==> src/drive_status_pkg.sv <==
// Notes on behaviour
// RQ1 - each of the two status terminals gets its function from its own digit of a two-digit assignment setting.
// RQ2 - after reset the operating terminal carries the operating flag and the other carries the level flag.
// RQ3 - a leading assignment digit of zero is blanked on the display, leaving one digit shown.
// RQ4 - code 0 flags the drive as operating while it runs above the starting frequency.
// RQ5 - code 1 flags frequency arrival once the output frequency is within the arrival band of the setpoint.
// RQ6 - code 3 flags the current-limit alarm while the stall-prevention limit is acting.
// RQ7 - code 4 flags an open motor when output current falls below its level while operating.
// RQ8 - the arrival band takes 0 to 100 percent of the setpoint and the flag changes on entering the band.
// RQ9 - code 2 makes the level terminal conduct above the sensing threshold and stay open below it.
// RQ10 - with a reverse threshold set, forward uses the primary threshold and reverse the reverse one.
// RQ11 - a reverse threshold at its sentinel makes the primary threshold serve both directions.
// RQ12 - the starting frequency holds 0 to 60 Hz and is the operating flag's threshold.
// RQ13 - an assignment digit above code 4 is refused and that terminal keeps its old function.
// RQ14 - band and threshold checks use the output frequency's magnitude, ignoring direction.
package drive_status_pkg;

  // ----------------------------------------------------------------
  // function codes
  // ----------------------------------------------------------------
  typedef enum logic [2:0] {
    FN_RUN     = 3'h0,
    FN_ARRIVED = 3'h1,
    FN_LEVEL   = 3'h2,
    FN_LIMIT   = 3'h3,
    FN_OPEN    = 3'h4
  } func_t;

  localparam logic [2:0]  FN_MAX       = 3'h4;
  localparam int          NFLAG        = 5;
  localparam int          NEV          = 6;
  localparam int          EV_REJECT    = 5;

  // ----------------------------------------------------------------
  // register map (byte addresses)
  // ----------------------------------------------------------------
  localparam int          AW           = 6;
  localparam logic [5:0]  A_ASSIGN     = 6'h00;
  localparam logic [5:0]  A_DISPLAY    = 6'h04;
  localparam logic [5:0]  A_BAND       = 6'h08;
  localparam logic [5:0]  A_PRI        = 6'h0C;
  localparam logic [5:0]  A_REV        = 6'h10;
  localparam logic [5:0]  A_START      = 6'h14;
  localparam logic [5:0]  A_OPEN       = 6'h18;
  localparam logic [5:0]  A_LIMIT      = 6'h1C;
  localparam logic [5:0]  A_STATUS     = 6'h20;
  localparam logic [5:0]  A_IRQ_STAT   = 6'h24;
  localparam logic [5:0]  A_IRQ_MASK   = 6'h28;

  // ----------------------------------------------------------------
  // fields and reset values (frequencies in 0.01 Hz)
  // ----------------------------------------------------------------
  localparam int          RUN_LSB      = 0;
  localparam int          FU_LSB       = 4;
  localparam int          SHOW2_BIT    = 8;
  localparam logic [2:0]  RST_RUN_FN   = FN_RUN;
  localparam logic [2:0]  RST_FU_FN    = FN_LEVEL;
  localparam logic [6:0]  BAND_MAX     = 7'h64;
  localparam logic [6:0]  RST_BAND     = 7'h0A;
  localparam logic [15:0] START_MAX    = 16'h1770;
  localparam logic [15:0] RST_START    = 16'h0032;
  localparam logic [15:0] RST_PRI      = 16'h1770;
  localparam logic [15:0] REV_UNSET    = 16'h270F;
  localparam logic [15:0] RST_OPEN     = 16'h0000;
  localparam logic [15:0] RST_LIMIT    = 16'h0096;
  localparam logic [23:0] PCT_SCALE    = 24'h000064;

  // ----------------------------------------------------------------
  // bus responses
  // ----------------------------------------------------------------
  localparam logic [1:0]  RESP_OKAY    = 2'h0;
  localparam logic [1:0]  RESP_SLVERR  = 2'h2;

endpackage : drive_status_pkg

==> src/status_flags_if.sv <==
`timescale 1ns/1ps
interface status_flags_if;
  import drive_status_pkg::*;
  logic [NFLAG-1:0] flag;
  modport src (output flag);
  modport dst (input flag);
endinterface : status_flags_if

==> src/drive_status_output_allocator.sv <==
// Design decisions made here: register access over AXI4-Lite and the register addresses.
`timescale 1ns/1ps
module drive_status_output_allocator (
  // clock and reset
  input  wire logic                      aclk,
  input  wire logic                      aresetn,
  // axi4-lite write address
  input  wire logic [drive_status_pkg::AW-1:0] s_axi_awaddr,
  input  wire logic                      s_axi_awvalid,
  output logic                           s_axi_awready,
  // axi4-lite write data
  input  wire logic [31:0]               s_axi_wdata,
  input  wire logic [3:0]                s_axi_wstrb,
  input  wire logic                      s_axi_wvalid,
  output logic                           s_axi_wready,
  // axi4-lite write response
  output logic [1:0]                     s_axi_bresp,
  output logic                           s_axi_bvalid,
  input  wire logic                      s_axi_bready,
  // axi4-lite read address
  input  wire logic [drive_status_pkg::AW-1:0] s_axi_araddr,
  input  wire logic                      s_axi_arvalid,
  output logic                           s_axi_arready,
  // axi4-lite read data
  output logic [31:0]                    s_axi_rdata,
  output logic [1:0]                     s_axi_rresp,
  output logic                           s_axi_rvalid,
  input  wire logic                      s_axi_rready,
  // drive state
  input  wire logic [15:0]               out_freq,
  input  wire logic                      freq_reverse,
  input  wire logic                      drive_running,
  input  wire logic [15:0]               set_freq,
  input  wire logic [15:0]               out_current,
  input  wire logic                      limit_active,
  // settings toward the drive
  output logic [15:0]                    current_limit_level,
  // open-collector terminals, oe high = conducting
  output logic                           term_run_o,
  output logic                           term_run_oe,
  output logic                           term_fu_o,
  output logic                           term_fu_oe,
  // interrupt
  output logic                           irq
);
  import drive_status_pkg::*;

  // ----------------------------------------------------------------
  // settings and bus state
  // ----------------------------------------------------------------
  logic [2:0]    run_fn_q;
  logic [2:0]    fu_fn_q;
  logic [6:0]    band_q;
  logic [15:0]   pri_q;
  logic [15:0]   rev_q;
  logic [15:0]   start_q;
  logic [15:0]   open_q;
  logic [15:0]   limit_q;
  logic [NEV-1:0] mask_q;
  logic [NEV-1:0] w1c_d;
  logic [NEV-1:0] irq_stat;
  logic          irq_w;
  logic          reject_q;

  logic          aw_have_q;
  logic          w_have_q;
  logic [AW-1:0] waddr_q;
  logic [31:0]   wdata_q;
  logic [3:0]    wstrb_q;
  logic          do_wr;
  logic [31:0]   rdata_d;
  logic          rhit_d;
  logic          whit_d;
  logic [8:0]    display;

  status_flags_if fl_if ();

  // ----------------------------------------------------------------
  // byte-lane merge
  // ----------------------------------------------------------------
  function automatic logic [31:0] merge(input logic [31:0] old,
                                        input logic [31:0] nw,
                                        input logic [3:0]  st);
    logic [31:0] r;
    r = old;
    for (int i = 0; i < 4; i++) begin
      if (st[i]) r[i*8 +: 8] = nw[i*8 +: 8];
    end
    return r;
  endfunction : merge

  // ----------------------------------------------------------------
  // axi4-lite write channels
  // ----------------------------------------------------------------
  assign do_wr = aw_have_q && w_have_q && !s_axi_bvalid;

  // write address capture
  always_ff @(posedge aclk) begin
    if (!aresetn) begin
      aw_have_q     <= 1'b0;
      s_axi_awready <= 1'b1;
      waddr_q       <= '0;
    end else if (s_axi_awvalid && s_axi_awready) begin
      aw_have_q     <= 1'b1;
      s_axi_awready <= 1'b0;
      waddr_q       <= s_axi_awaddr;
    end else if (s_axi_bvalid && s_axi_bready) begin
      aw_have_q     <= 1'b0;
      s_axi_awready <= 1'b1;
    end
  end

  // write data capture
  always_ff @(posedge aclk) begin
    if (!aresetn) begin
      w_have_q     <= 1'b0;
      s_axi_wready <= 1'b1;
      wdata_q      <= '0;
      wstrb_q      <= '0;
    end else if (s_axi_wvalid && s_axi_wready) begin
      w_have_q     <= 1'b1;
      s_axi_wready <= 1'b0;
      wdata_q      <= s_axi_wdata;
      wstrb_q      <= s_axi_wstrb;
    end else if (s_axi_bvalid && s_axi_bready) begin
      w_have_q     <= 1'b0;
      s_axi_wready <= 1'b1;
    end
  end

  // write address decode
  always_comb begin
    unique case (waddr_q)
      A_ASSIGN, A_DISPLAY, A_BAND, A_PRI, A_REV, A_START,
      A_OPEN, A_LIMIT, A_STATUS, A_IRQ_STAT, A_IRQ_MASK: whit_d = 1'b1;
      default:                                           whit_d = 1'b0;
    endcase
  end

  // write response
  always_ff @(posedge aclk) begin
    if (!aresetn) begin
      s_axi_bvalid <= 1'b0;
      s_axi_bresp  <= RESP_OKAY;
    end else if (do_wr) begin
      s_axi_bvalid <= 1'b1;
      s_axi_bresp  <= whit_d ? RESP_OKAY : RESP_SLVERR;
    end else if (s_axi_bready) begin
      s_axi_bvalid <= 1'b0;
    end
  end

  // ----------------------------------------------------------------
  // setting registers
  // ----------------------------------------------------------------
  logic [31:0] wm_assign;
  logic [31:0] wm_band;
  logic [31:0] wm_start;
  assign wm_assign = merge({25'h0, fu_fn_q, 1'b0, run_fn_q},
                           wdata_q, wstrb_q);
  assign wm_band   = merge({25'h0, band_q}, wdata_q, wstrb_q);
  assign wm_start  = merge({16'h0, start_q}, wdata_q, wstrb_q);

  // terminal assignment, illegal digits keep the old function
  always_ff @(posedge aclk) begin
    if (!aresetn) begin
      run_fn_q <= RST_RUN_FN;                                   // RQ2
      fu_fn_q  <= RST_FU_FN;                                    // RQ2
    end else if (do_wr && waddr_q == A_ASSIGN) begin
      if (wm_assign[RUN_LSB +: 3] <= FN_MAX)                    // RQ13
        run_fn_q <= wm_assign[RUN_LSB +: 3];                    // RQ1
      if (wm_assign[FU_LSB +: 3] <= FN_MAX)                     // RQ13
        fu_fn_q <= wm_assign[FU_LSB +: 3];                      // RQ1
    end
  end

  // arrival band, 0 to 100 percent
  always_ff @(posedge aclk) begin
    if (!aresetn) begin
      band_q <= RST_BAND;
    end else if (do_wr && waddr_q == A_BAND &&
                 wm_band[6:0] <= BAND_MAX &&
                 wm_band[31:7] == '0) begin
      band_q <= wm_band[6:0];                                   // RQ8
    end
  end

  // starting frequency, 0 to 60 Hz
  always_ff @(posedge aclk) begin
    if (!aresetn) begin
      start_q <= RST_START;
    end else if (do_wr && waddr_q == A_START &&
                 wm_start[15:0] <= START_MAX) begin
      start_q <= wm_start[15:0];                                // RQ12
    end
  end

  // plain 16-bit settings
  always_ff @(posedge aclk) begin
    if (!aresetn) begin
      pri_q   <= RST_PRI;
      rev_q   <= REV_UNSET;                                     // RQ11
      open_q  <= RST_OPEN;
      limit_q <= RST_LIMIT;
    end else if (do_wr) begin
      if (waddr_q == A_PRI)
        pri_q <= 16'(merge({16'h0, pri_q}, wdata_q, wstrb_q));
      if (waddr_q == A_REV)
        rev_q <= 16'(merge({16'h0, rev_q}, wdata_q, wstrb_q));
      if (waddr_q == A_OPEN)
        open_q <= 16'(merge({16'h0, open_q}, wdata_q, wstrb_q));
      if (waddr_q == A_LIMIT)
        limit_q <= 16'(merge({16'h0, limit_q}, wdata_q, wstrb_q));
    end
  end

  // refused setting writes raise an event
  always_ff @(posedge aclk) begin
    if (!aresetn) begin
      reject_q <= 1'b0;
    end else begin
      reject_q <= do_wr && (
        (waddr_q == A_ASSIGN && (wm_assign[RUN_LSB +: 3] > FN_MAX ||
                                 wm_assign[FU_LSB +: 3] > FN_MAX)) ||
        (waddr_q == A_BAND && (wm_band[6:0] > BAND_MAX ||
                               wm_band[31:7] != '0)) ||
        (waddr_q == A_START && wm_start[15:0] > START_MAX));    // RQ13
    end
  end

  // interrupt mask
  always_ff @(posedge aclk) begin
    if (!aresetn) begin
      mask_q <= '0;
    end else if (do_wr && waddr_q == A_IRQ_MASK) begin
      mask_q <= NEV'(merge({26'h0, mask_q}, wdata_q, wstrb_q));
    end
  end

  // write-one-to-clear strobe
  always_comb begin
    w1c_d = '0;
    if (do_wr && waddr_q == A_IRQ_STAT && wstrb_q[0])
      w1c_d = wdata_q[NEV-1:0];
  end

  // ----------------------------------------------------------------
  // flag evaluation and interrupt
  // ----------------------------------------------------------------
  flag_eval u_eval (
    .aclk          (aclk),
    .aresetn       (aresetn),
    .out_freq      (out_freq),
    .freq_reverse  (freq_reverse),
    .drive_running (drive_running),
    .set_freq      (set_freq),
    .out_current   (out_current),
    .limit_active  (limit_active),
    .band          (band_q),
    .pri_thr       (pri_q),
    .rev_thr       (rev_q),
    .start_freq    (start_q),
    .open_level    (open_q),
    .fl            (fl_if.src)
  );

  irq_status u_irq (
    .aclk     (aclk),
    .aresetn  (aresetn),
    .fl       (fl_if.dst),
    .reject   (reject_q),
    .w1c      (w1c_d),
    .mask     (mask_q),
    .status_q (irq_stat),
    .irq_q    (irq_w)
  );

  assign irq = irq_w;

  // ----------------------------------------------------------------
  // terminals
  // ----------------------------------------------------------------
  // each terminal follows the flag its digit picks
  always_ff @(posedge aclk) begin
    if (!aresetn) begin
      term_run_oe <= 1'b0;
      term_fu_oe  <= 1'b0;
      term_run_o  <= 1'b0;
      term_fu_o   <= 1'b0;
    end else begin
      term_run_oe <= fl_if.flag[run_fn_q];                      // RQ1
      term_fu_oe  <= fl_if.flag[fu_fn_q];                       // RQ1 RQ9
      term_run_o  <= 1'b0;
      term_fu_o   <= 1'b0;
    end
  end

  // stall level toward the drive
  always_ff @(posedge aclk) begin
    if (!aresetn) current_limit_level <= RST_LIMIT;
    else          current_limit_level <= limit_q;
  end

  // ----------------------------------------------------------------
  // read side
  // ----------------------------------------------------------------
  // display: leading zero digit blanked
  always_comb begin
    display = '0;
    display[FU_LSB-4 +: 4] = {1'b0, fu_fn_q};
    if (run_fn_q != FN_RUN) begin                               // RQ3
      display[FU_LSB +: 4]  = {1'b0, run_fn_q};
      display[SHOW2_BIT]    = 1'b1;
    end
  end

  // read mux
  always_comb begin
    rdata_d = '0;
    rhit_d  = 1'b1;
    unique case (s_axi_araddr)
      A_ASSIGN:   rdata_d = {25'h0, fu_fn_q, 1'b0, run_fn_q};
      A_DISPLAY:  rdata_d = {23'h0, display};
      A_BAND:     rdata_d = {25'h0, band_q};
      A_PRI:      rdata_d = {16'h0, pri_q};
      A_REV:      rdata_d = {16'h0, rev_q};
      A_START:    rdata_d = {16'h0, start_q};
      A_OPEN:     rdata_d = {16'h0, open_q};
      A_LIMIT:    rdata_d = {16'h0, limit_q};
      A_STATUS:   rdata_d = {25'h0, term_fu_oe, term_run_oe,
                             fl_if.flag};
      A_IRQ_STAT: rdata_d = {26'h0, irq_stat};
      A_IRQ_MASK: rdata_d = {26'h0, mask_q};
      default:    rhit_d  = 1'b0;
    endcase
  end

  // read channel
  always_ff @(posedge aclk) begin
    if (!aresetn) begin
      s_axi_arready <= 1'b1;
      s_axi_rvalid  <= 1'b0;
      s_axi_rdata   <= '0;
      s_axi_rresp   <= RESP_OKAY;
    end else if (s_axi_arvalid && s_axi_arready) begin
      s_axi_arready <= 1'b0;
      s_axi_rvalid  <= 1'b1;
      s_axi_rdata   <= rdata_d;
      s_axi_rresp   <= rhit_d ? RESP_OKAY : RESP_SLVERR;
    end else if (s_axi_rvalid && s_axi_rready) begin
      s_axi_arready <= 1'b1;
      s_axi_rvalid  <= 1'b0;
    end
  end

endmodule : drive_status_output_allocator

==> src/flag_eval.sv <==
`timescale 1ns/1ps
module flag_eval (
  // clock and reset
  input  wire logic        aclk,
  input  wire logic        aresetn,
  // drive state
  input  wire logic [15:0] out_freq,
  input  wire logic        freq_reverse,
  input  wire logic        drive_running,
  input  wire logic [15:0] set_freq,
  input  wire logic [15:0] out_current,
  input  wire logic        limit_active,
  // settings
  input  wire logic [6:0]  band,
  input  wire logic [15:0] pri_thr,
  input  wire logic [15:0] rev_thr,
  input  wire logic [15:0] start_freq,
  input  wire logic [15:0] open_level,
  // evaluated flags
  status_flags_if.src      fl
);
  import drive_status_pkg::*;

  logic [15:0] mag;
  logic [15:0] diff;
  logic [15:0] thr;
  logic [23:0] lhs;
  logic [23:0] rhs;
  logic        operating;

  // magnitude, distance to setpoint, threshold pick
  always_comb begin
    mag  = out_freq[15] ? 16'(-out_freq) : out_freq;            // RQ14
    diff = (mag > set_freq) ? 16'(mag - set_freq)
                            : 16'(set_freq - mag);
    thr  = (freq_reverse && rev_thr != REV_UNSET) ? rev_thr      // RQ10
                                                  : pri_thr;     // RQ11
    lhs  = 24'(diff) * PCT_SCALE;
    rhs  = 24'(set_freq) * 24'(band);
    operating = drive_running && (mag > start_freq);            // RQ12
  end

  // registered flags
  always_ff @(posedge aclk) begin
    if (!aresetn) begin
      fl.flag <= '0;
    end else begin
      fl.flag[FN_RUN]     <= operating;                         // RQ4
      fl.flag[FN_ARRIVED] <= drive_running && (lhs <= rhs);     // RQ5 RQ8
      fl.flag[FN_LEVEL]   <= mag > thr;                         // RQ9
      fl.flag[FN_LIMIT]   <= limit_active;                      // RQ6
      fl.flag[FN_OPEN]    <= operating &&
                             (out_current < open_level);        // RQ7
    end
  end

endmodule : flag_eval

==> src/irq_status.sv <==
`timescale 1ns/1ps
module irq_status (
  // clock and reset
  input  wire logic           aclk,
  input  wire logic           aresetn,
  // event sources
  status_flags_if.dst         fl,
  input  wire logic           reject,
  // software side
  input  wire logic [drive_status_pkg::NEV-1:0] w1c,
  input  wire logic [drive_status_pkg::NEV-1:0] mask,
  output logic [drive_status_pkg::NEV-1:0]      status_q,
  output logic                irq_q
);
  import drive_status_pkg::*;

  logic [NFLAG-1:0] prev_q;
  logic [NEV-1:0]   ev;

  // rising flags and refused writes are events
  assign ev = {reject, fl.flag & ~prev_q};

  // edge history
  always_ff @(posedge aclk) begin
    if (!aresetn) prev_q <= '0;
    else          prev_q <= fl.flag;
  end

  // sticky bits, a new event beats a clear
  always_ff @(posedge aclk) begin
    if (!aresetn) status_q <= '0;
    else          status_q <= (status_q & ~w1c) | ev;
  end

  // level interrupt
  always_ff @(posedge aclk) begin
    if (!aresetn) irq_q <= 1'b0;
    else          irq_q <= |(((status_q & ~w1c) | ev) & mask);
  end

endmodule : irq_status

==> config.mk <==
export PLATFORM = sky130hd
export DESIGN_NAME = drive_status_output_allocator
export DESIGN_NICKNAME = d
export VERILOG_FILES = /design/src/drive_status_pkg.sv /design/src/status_flags_if.sv /design/src/drive_status_output_allocator.sv /design/src/flag_eval.sv /design/src/irq_status.sv
export SDC_FILE = /design/constraint.sdc
export NUM_CORES = 1
export LEC_CHECK = 0
export BUFFER_PORTS_ARGS = -buffer_cell sky130_fd_sc_hd__clkbuf_2
export CELL_PAD_IN_SITES_DETAIL_PLACEMENT = 1
export CELL_PAD_IN_SITES_GLOBAL_PLACEMENT = 1
export CORE_ASPECT_RATIO = 1.25
export CORE_MARGIN = 2
export CORE_UTILIZATION = 45
export CTS_CLUSTER_SIZE = 8
export DETAILED_ROUTE_END_ITERATION = 6
export HOLD_SLACK_MARGIN = 0.1
export PLACE_DENSITY = 0.77
export SLEW_MARGIN = 0
export SYNTH_ARGS = -nofsm -noshare
export SYNTH_HDL_FRONTEND = slang
export SYNTH_SLANG_ARGS = --single-unit
==> constraint.sdc <==
create_clock -name aclk -period 24.3 [get_ports aclk]
set_input_delay 1.215 -clock aclk [delete_from_list [all_inputs] [get_ports aclk]]
set_output_delay 1.215 -clock aclk [all_outputs]
set_load 0.005 [all_outputs]
* After elaboration in Yosys (flattened, before gate mapping)
Index checks and enable logic that the tools add are counted.
** Word-level totals
- Register bits after elaboration :: 220
- Input bits :: 106
- Output and inout bits :: 62
- Word-level logic and storage cells :: 166
** Operators by class
- $add $sub $neg :: 3
- Multipliers :: 2
- Order comparisons :: 15
- Equality and inequality tests :: 21
- Muxes and demuxes :: 33
- Bitwise operators :: 6
- Reductions and logical operators :: 52
** Operators with widths (count)
- $pmux W16 S11 :: 1
- $eq A6 B5 Y1 const B :: 8
- $gt A16 B16 Y1 :: 3
- $mux W16 :: 3
- $mux W8 :: 6
- $eq A6 B6 Y1 const B :: 6
- $sub A16 B16 Y16 :: 2
- $logic_not A25 Y1 :: 1
- $reduce_bool A25 Y1 :: 1
- $eq A6 B4 Y1 const B :: 4
- $logic_and A1 B1 Y1 :: 24
- $reduce_and A3 Y1 :: 8
- $le A23 B23 Y1 :: 1
- $mul A16 B7 Y23 :: 1
- $reduce_or A11 Y1 :: 2
- $mul A16 B5 Y21 const B :: 1
- $gt A16 B13 Y1 const B :: 1
- $le A16 B13 Y1 const B :: 1
- $lt A16 B16 Y1 :: 1
- $mux W1 :: 16
- $ne A16 B14 Y1 const B :: 1
- $neg A16 Y16 :: 1
- $and A6 B6 Y6 :: 2
- $eq A6 B3 Y1 const B :: 2
- 21 further kinds :: 35

* Depth between registers and ports, before layout
Gate-level depths: netlist of run 1.
- Depth in word-level cells :: 10
- Depth in mapped cells :: 39
- Mapped depth without buffers :: 36

* Modules after synthesis
Synthesis of run 1 repeated with hierarchy kept, for this count alone.
** Second synthesis, totals
- Cell total of the unflattened synthesis :: 2039
- Area, all modules :: 17410.4 sq um
** Modules (own cells, without submodules)
- flag_eval :: instances 1, cells an instance 1103, area each 8953.6 sq um, seq. area each 100.1 sq um
- drive_status_output_allocator :: instances 1, cells an instance 890, area each 8013.9 sq um, seq. area each 3703.6 sq um
- irq_status :: instances 1, cells an instance 46, area each 442.9 sq um, seq. area each 240.2 sq um

* Worst setup path after synthesis of run 1
Ideal clock, no wire load.
- Path kind :: in2reg
- Start point :: input port out_freq[0]
- End point :: register u_eval.fl.flag[1]
- Data arrival time :: 8.404 ns
- Data required time :: 24.230 ns
- Setup slack :: 15.827 ns
- Stages :: 37
- Path through :: inv_1 ha_1 nand2_1 or3_1 nor2_1 nand2_1 o31ai_1 xnor2_1 ha_1 buf_6 nand4_2 or4_1 o22a_2 o31ai_4 buf_2 nor3_1 a21oi_1 xor2_1 ha_1 ha_1 inv_1 fa_1 inv_1 ha_1 nor2b_1 o21a_1 o21ai_0 a21oi_1 o31ai_1 o211ai_1 ha_1 a21o_1 a21o_1 a21oi_1 o21ai_0 a21o_1 a21oi_1
** On the way
- Cells in the longest elaborated chain, start to end :: 7
- Elaborated cells between the ends (all ways) :: 9
- Those cells by class :: add/sub: 3; mul: 1; order compare: 2; mux: 2; reduce/logical: 1
** Ends and longest elaborated chain
- from (decl) :: line drive_status_output_allocator.sv:30 : input wire logic [15:0] out_freq,
- $neg A16 Y16 :: line flag_eval.sv:33 : mag = out_freq[15] ? 16'(-out_freq) : out_freq;
- $mux W16 (*) :: line flag_eval.sv:33
- $sub A16 B16 Y16, or another cell as far along :: line flag_eval.sv:35 : : 16'(set_freq - mag);
- $mux W16 (*) :: line flag_eval.sv:34 : diff = (mag > set_freq) ? 16'(mag - set_freq)
- $mul A16 B5 Y21 (*) :: line flag_eval.sv:38 : lhs = 24'(diff) * PCT_SCALE;
- $le A23 B23 Y1 (*) :: line flag_eval.sv:49 : fl.flag[FN_ARRIVED] <= drive_running && (lhs <= rhs);
- $logic_and A1 B1 Y1 (*) :: line flag_eval.sv:49
- to (signal, indexed assignment) :: line flag_eval.sv:49
- to (signal, indexed assignment) :: line flag_eval.sv:50 : fl.flag[FN_LEVEL] <= mag > thr;
- to (signal, indexed assignment) :: line flag_eval.sv:51 : fl.flag[FN_LIMIT] <= limit_active;
- to (decl) :: line status_flags_if.sv:5 : modport src (output flag);
Every way passes the cells marked *; elsewhere a longest branch is shown, timed or not.
A chain may end at the register's enable or synchronous reset.

* Worst setup path in the final report of run 1
Ends and elaborated chain as after synthesis.

==> results of run 1 <==
==> stage by stage <==
| stage | power [mW] | hold slack (ns) | cell area (µm²) |
|---|---|---|---|
| finish | 1.88 | 0.455 | 18800 |
| global route | 2.06 | 0.483 | 18800 |
| CTS | 1.89 | 0.456 | 18800 |
| detailed placement | 1.53 | 0.449 | 18100 |
| global placement | 1.46 | 0.443 | 18100 |
| floorplan | 1.24 | 0.432 | 17100 |
==> Yosys cell counts (26+ instances only) <==
cell type | count | area [µm²]
a21o_1 | 52 | 390
a21oi_1 | 150 | 751
a22oi_1 | 31 | 233
and2_1 | 64 | 400
clkbuf_1 | 78 | 293
dfxtp_1 | 202 | 4040
fa_1 | 82 | 1640
ha_1 | 192 | 2400
inv_1 | 193 | 724
mux2i_1 | 114 | 1140
nand2_1 | 274 | 1030
nand2b_1 | 26 | 163
nand3_1 | 46 | 230
nor2_1 | 144 | 541
nor3_1 | 30 | 150
o21ai_0 | 56 | 280
xnor2_1 | 46 | 403
xor2_1 | 26 | 228
==> power groups by stage <==
stage,logic (mW),clock network [mW],registers (mW)
floorplan,0.888,0,0.351
global placement,1.10,0,0.356
detailed placement,1.17,0,0.356
CTS,1.18,0.354,0.350
global route,1.34,0.367,0.351
finish,1.19,0.349,0.350
==> area by class of cell <==
type | count | area (µm²) | area share [%]
Sequential cell | 202 | 4040 | 21.5
Clock buffer | 30 | 729 | 3.87
Tap cell | 486 | 608 | 3.23
Clock inverter | 1 | 7.51 | 0.0398
Timing Repair Buffer | 166 | 878 | 4.66
Multi-Input combinational cell | 1577 | 11800 | 62.9
Inverter | 194 | 731 | 3.88
==> flip-flops by register name, summed over array words and instances, names as in the netlist, 3 cells and up <==
register / cells
waddr_q: 6
run_fn_q: 3
rev_q: 16
pri_q: 16
open_q: 16
u_irq.status_q: 6
wstrb_q: 4
u_eval.fl.flag: 5
current_limit_level: 16
start_q: 16
mask_q: 6
s_axi_rdata: 16
u_irq.prev_q: 5
wdata_q: 32
limit_q: 16
band_q: 7
fu_fn_q: 3
==> worst max-delay path, delay by kind of cell <==
| kind | cells | cell delay (ns) |
|---|---|---|
| adders and majority gates | 7 | 2.58 |
| AOI/OAI and AO/OA | 15 | 3.44 |
| buffers and inverters | 4 | 0.42 |
| and+or+nand+nor | 8 | 1.84 |
| xor gates and xnor gates | 2 | 0.41 |
==> worst paths after layout <==
path	endpoint	slack, ns
max	u_eval.fl.flag[1]$_SDFF_PN0_	14.86
min	wdata_q[30]$_SDFFE_PN0P_	0.46
max reg2reg	u_eval.fl.flag[1]$_SDFF_PN0_	17.77
min reg2reg	wdata_q[30]$_SDFFE_PN0P_	0.46
==> kinds of logic (layout without fill, tap and decap cells) <==
logic type | Yosys count | count (layout) | share of synthesized area (%)
fa+ha+maj | 274 | 274 | 23.7
flops | 202 | 202 | 23.7
compound gates | 412 | 412 | 15.8
buf+inv | 307 | 391 | 7.44
other cells | 1 | 20 | 0.0220
mux | 119 | 119 | 7.14
simple gates | 680 | 680 | 18.6
xor+xnor | 72 | 72 | 3.69
==> per-layer routing <==
| metal | global-route usage [%] | up-vias | wire length (µm) |
|---|---|---|---|
| li1 | - | 7224 | - |
| met1 | 33.5 | 7529 | 23000 |
| met2 | 53.9 | 341 | 29700 |
| met3 | 2.38 | 114 | 1800 |
| met4 | 11.5 | 0 | 2450 |
| met5 | 0 | - | 0 |
==> summary.txt, run 1 <==
Logic synthesis
  – Warnings, synthesis: 0
  – Post-Synthesis Cells: 2067
  – Async set-reset flop share out of synthesis: 0%
  – Cell area after synthesis: 17100 µm²
  – Mean Syn Cell Area: 8.26 µm²
  – Post-synth cell types: 76
  – Top_reg_cell synth: dfxtp_1
  – Post-synth EDFFs: 0
  – Seq/Total Area, Yosys: 23.7%
  – #FFs+latches synth: 202

Setup path
  – Slowest stage cell on the critical path: o31ai_1
  – Top cell by count, worst path: ha_1
  – Critical path origin: out_freq[0]
  – CP Class: in2reg
  – Nature of the critical path endpoint: flop
  – Crit path launch type: input pin
  – Max incr delay on CP: 0.58 ns
  – Worst EP arrival: 9.92 ns
  – Critical R2R Launch: band_q[6]$_SDFFE_PN0P_
  – Critical Path Fanout Max: 17
  – FF-to-FF path depth: 21
  – Req. time, crit path: 24.78 ns

STA
  – Clock period minus worst slack: 9.44 ns
  – Period utilization: 38.9%
  – Fmax: 106 MHz
  – RSZ-0062 raised after global routing: false
  – Final hold vios: 0
  – Worst slew margin: 18.0%
  – Setup TNS: 0 ns
  – Final setup viols: 0
  – Final Max Slew Viols: 0
  – Worst-Margin Slew: 1.23 ns
  – Clock Skew: 0.0253 ns
  – Fin worst setup slack: 14.86 ns

Placed design
  – IO Port Bufs: 147
  – Worst slack, placed: 14.32 ns
  – GP Congestion: 0.912
  – Dpl hpwl: 45100 µm
  – Post-Place Cells: 2625

Clock network
  – Post-CTS Setup Bufs: 0
  – Clock Sinks: 202
  – CTS tree: built
  – TritonCTS Buffers: 29
  – Post-CTS Resized: 0
  – Hold buffer count at CTS: 0
  – Clk buf depth: 3
  – # H-tree levels: 1
  – Clk_lat worst skew: 0.55 ns
  – Worst-path clk slew: 0.07 ns
  – CTS root buf: clkbuf_16

Final layout
  – Fill count: 4575
  – Commonest non-fill, non-tap cell in the layout: nand2_1
  – Non-filler cells in the finished layout: 2656
  – Layout area overhead: 10.3%
  – Fin util: 50.4%
  – Ratio of cells with drive above 1 in the final layout: 10.1%
  – Most frequent cells in the layout: nand2_1 (274), dfxtp_1 (202), inv_1 (193)
  – Final #Nets: 2550
  – Antenna Cells: 0

Power and ir drop
  – Sw Pwr: 0.826 mW
  – Pleak: 9.08 nW
  – Maximum VDD drop: 0.0917 mV
  – Clock power share: 18.5%
  – Switch share: 43.9%
  – Sequential power share: 18.6%
  – Logic gate share of total power: 62.9%
  – Internal power: 1.06 mW
  – PD cells: 100 nW/µm²

Hold path
  – WHS Path Cells: 2
  – Min-Delay Path Class: reg2reg
  – HP Start: wdata_q[30]$_SDFFE_PN0P_

Floorplan
  – Rows: 79
  – Placeable Area: 37400 µm²
  – Starting Density: 45.7%
  – Die height: 222 µm
  – Die footprint: 39500 µm²
  – # IOs: 168
  – Die Width: 178 µm

Outcome
  – Status: finished, final reports clean

Global route
  – Gr usage total: 28.9%
  – Initial antenna violation count: 0
  – Largest net degree at the start of global routing: 83
  – Grt total ovfl: 0
  – Vias in the first global route: 16500
  – Global-route wire length before repair: 89600 µm

Routing
  – Vias: 15200
  – Average vias per placed instance: 5.73
  – Total Wirelength: 57000 µm
  – 1st-iter DRT viols: 665
  – Drt pass-1 iters: 5
  – Drt wl/cell: 21.5 µm
  – Final ANT Viol Nets: 0
  – Residual DRC: 0

Run
  – Max Cap Violations: 0
Note: power is estimated with default switching activity, not from simulation.
==> run 2, diff against run 1 <==
Clock period 24.3 ns to 9.88 ns, I/O delays scaled along.
==> summary.txt, run 2 (synthesis gave the netlist of run 1 again) <==
Floorplan
  – Die Width: 178 µm (unchanged)
  – Starting Density: 45.7% (unchanged)
  – # IOs: 168 (unchanged)
  – Rows: 79 (unchanged)
  – Die footprint: 39500 µm² (unchanged)
  – Die height: 222 µm (unchanged)
  – Placeable Area: 37400 µm² (unchanged)

Final layout
  – Fin util: 50.5% (+0.11 points)
  – Most frequent cells in the layout: nand2_1 (274), dfxtp_1 (202), inv_1 (193)
  – Antenna Cells: 0 (unchanged)
  – Max FFs per register: 32 (unchanged)
  – Final #Nets: 2551 (+0.039%)
  – Commonest non-fill, non-tap cell in the layout: nand2_1
  – Ratio of cells with drive above 1 in the final layout: 10.2% (+0.087 points)
  – Layout area overhead: 10.6%
  – Largest reg by FF count: wdata_q

STA
  – Final setup viols: 0 (unchanged)
  – Period utilization: 89.2%
  – Worst-Margin Slew: 1.26 ns (+0.0367 ns)
  – Final Max Slew Viols: 0 (unchanged)
  – Worst slew margin: 15.5% (-2.5 points)
  – Final hold vios: 0 (unchanged)
  – Fmax: 113 MHz
  – Clock Skew: 0.0195 ns (-0.00579 ns)
  – RSZ-0062 raised after global routing: false
  – Clock period minus worst slack: 8.82 ns
  – Setup TNS: 0 ns (unchanged)

Global route
  – Gr usage total: 29.2% (+0.37 points)
  – Vias in the first global route: 16900 (+2.4%)
  – Largest net degree at the start of global routing: 82 (-1.2%)
  – Grt total ovfl: 0 (unchanged)
  – Initial antenna violation count: 0 (unchanged)
  – Global-route wire length before repair: 91300 µm (+1.9%)

Power and ir drop
  – Pleak: 9.10 nW (+0.27%)
  – Maximum VDD drop: 0.250 mV (+170%)
  – PD cells: 248 nW/µm² (+150%)

Setup path
  – Nature of the critical path endpoint: flop
  – Max incr delay on CP: 0.59 ns (about the same)
  – Critical Path Fanout Max: 11 (-6)
  – Worst R2R End: u_eval.fl.flag[1]$_SDFF_PN0_
  – Top cell by count, worst path: ha_1
  – Critical R2R Launch: band_q[6]$_SDFFE_PN0P_
  – Reg2reg setup slack: 3.28 ns (-14.49 ns)
  – FF-to-FF path depth: 21 (unchanged)
  – Req. time, crit path: 10.36 ns (-14.42 ns)
  – Crit path launch type: input pin
  – Slowest stage cell on the critical path: o31ai_1
  – CP Class: in2reg
  – Worst EP arrival: 9.30 ns (-0.62 ns)

Routing
  – Final ANT Viol Nets: 0 (unchanged)
  – Residual DRC: 1 (+1)
  – Drt wl/cell: 21.6 µm (+0.75%)
  – Total Wirelength: 57500 µm (+0.79%)
  – 1st-iter DRT viols: 691 (+3.9%)
  – Average vias per placed instance: 5.79 (+1.2%)
  – Drt pass-1 iters: 7 (+2)
  – Vias: 15400 (+1.2%)

Clock network
  – # H-tree levels: 1 (unchanged)
  – Clock Sinks: 202 (unchanged)
  – Post-CTS Resized: 0 (unchanged)
  – Clk_lat worst skew: 0.55 ns (about the same)
  – Hold buffer count at CTS: 0 (unchanged)
  – TritonCTS Buffers: 29 (unchanged)
  – Clk buf depth: 3 (unchanged)
  – CTS tree: built
  – Worst-path clk slew: 0.06 ns (about the same)
  – Post-CTS Setup Bufs: 0 (unchanged)
  – CTS root buf: clkbuf_16

Hold path
  – WHS Path Cells: 2 (unchanged)
  – Worst Hold Path EP: u_eval.fl.flag[3]$_SDFF_PN0_
  – Min-Delay Path Class: in2reg
  – HP Start: limit_active

Placed design
  – GP Congestion: 0.933 (+2.3%)
  – IO Port Bufs: 147 (unchanged)
  – Dpl hpwl: 45200 µm (+0.12%)

Outcome
  – Failing checks: DRC
  – Status: finished with violations

Run
  – Max Cap Violations: 0 (unchanged)
-- run 2: cell count changes in the layout (fill, tap and decap cells not counted) --
cell / delta
clkbuf_1: -1
bufinv_16: +1
buf_4: +1
clkbuf_8: +1
clkinvlp_4: -1
-- run 2: power by group --
group	total [mW]	switching, mW	leakage (nW)	internal (mW)
Sequential	0.861	0.0251	1.64	0.836
Clock	0.894	0.351	0.379	0.543
Combinational	2.92	1.66	7.08	1.26
-- run 2: critical path, delay by kind of cell --
family | cells | cell delay, ns
AOI/OAI and AO/OA | 15 | 3.34
adders and majority gates | 7 | 2.54
and+or+nand+nor | 8 | 1.70
buffers and inverters | 5 | 0.70
xor gates and xnor gates | 2 | 0.53
-- run 2: area by class of cell --
class                           instances  area (µm²)
Sequential cell                       202        4040
Multi-Input combinational cell       1577       11800
Clock buffer                           30         739
Tap cell                              486         608
Fill cell                            4600       18500
Timing Repair Buffer                  167         886
Inverter                              194         731
Clock inverter                          1        30.0
-- run 2: through the flow --
stage	power [mW]	hold slack [ns]	std cells	cell area, µm²	worst slack (ns)
floorplan	3.05	0.432	2086	17100	2.13
global placement	3.59	0.442	2626	18100	0.961
detailed placement	3.77	0.451	2626	18100	0.583
CTS	4.68	0.161	2657	18900	1.15
global route	5.08	0.170	2657	18900	0.538
finish	4.68	0.173	2657	18900	1.06
-- run 2: layer usage --
layer	global-route usage [%]	vias to the layer above	wire, µm
met1	33.7	7632	22600
li1	-	7215	-
met2	53.7	410	29600
met4	13.5	0	2920
met5	0	-	0
met3	2.79	134	2290
-- run 2: worst max path at each step --
stage	from	to	slack, ns
floorplan	out_freq[0]	u_eval.fl.flag[1]$_SDFF_PN0_	2.13
detailed placement	out_freq[0]	u_eval.fl.flag[1]$_SDFF_PN0_	0.58
CTS	out_freq[0]	u_eval.fl.flag[1]$_SDFF_PN0_	1.15
global route	out_freq[0]	u_eval.fl.flag[1]$_SDFF_PN0_	0.54
finish	out_freq[0]	u_eval.fl.flag[1]$_SDFF_PN0_	1.06
global placement	out_freq[0]	u_eval.fl.flag[1]$_SDFF_PN0_	0.96
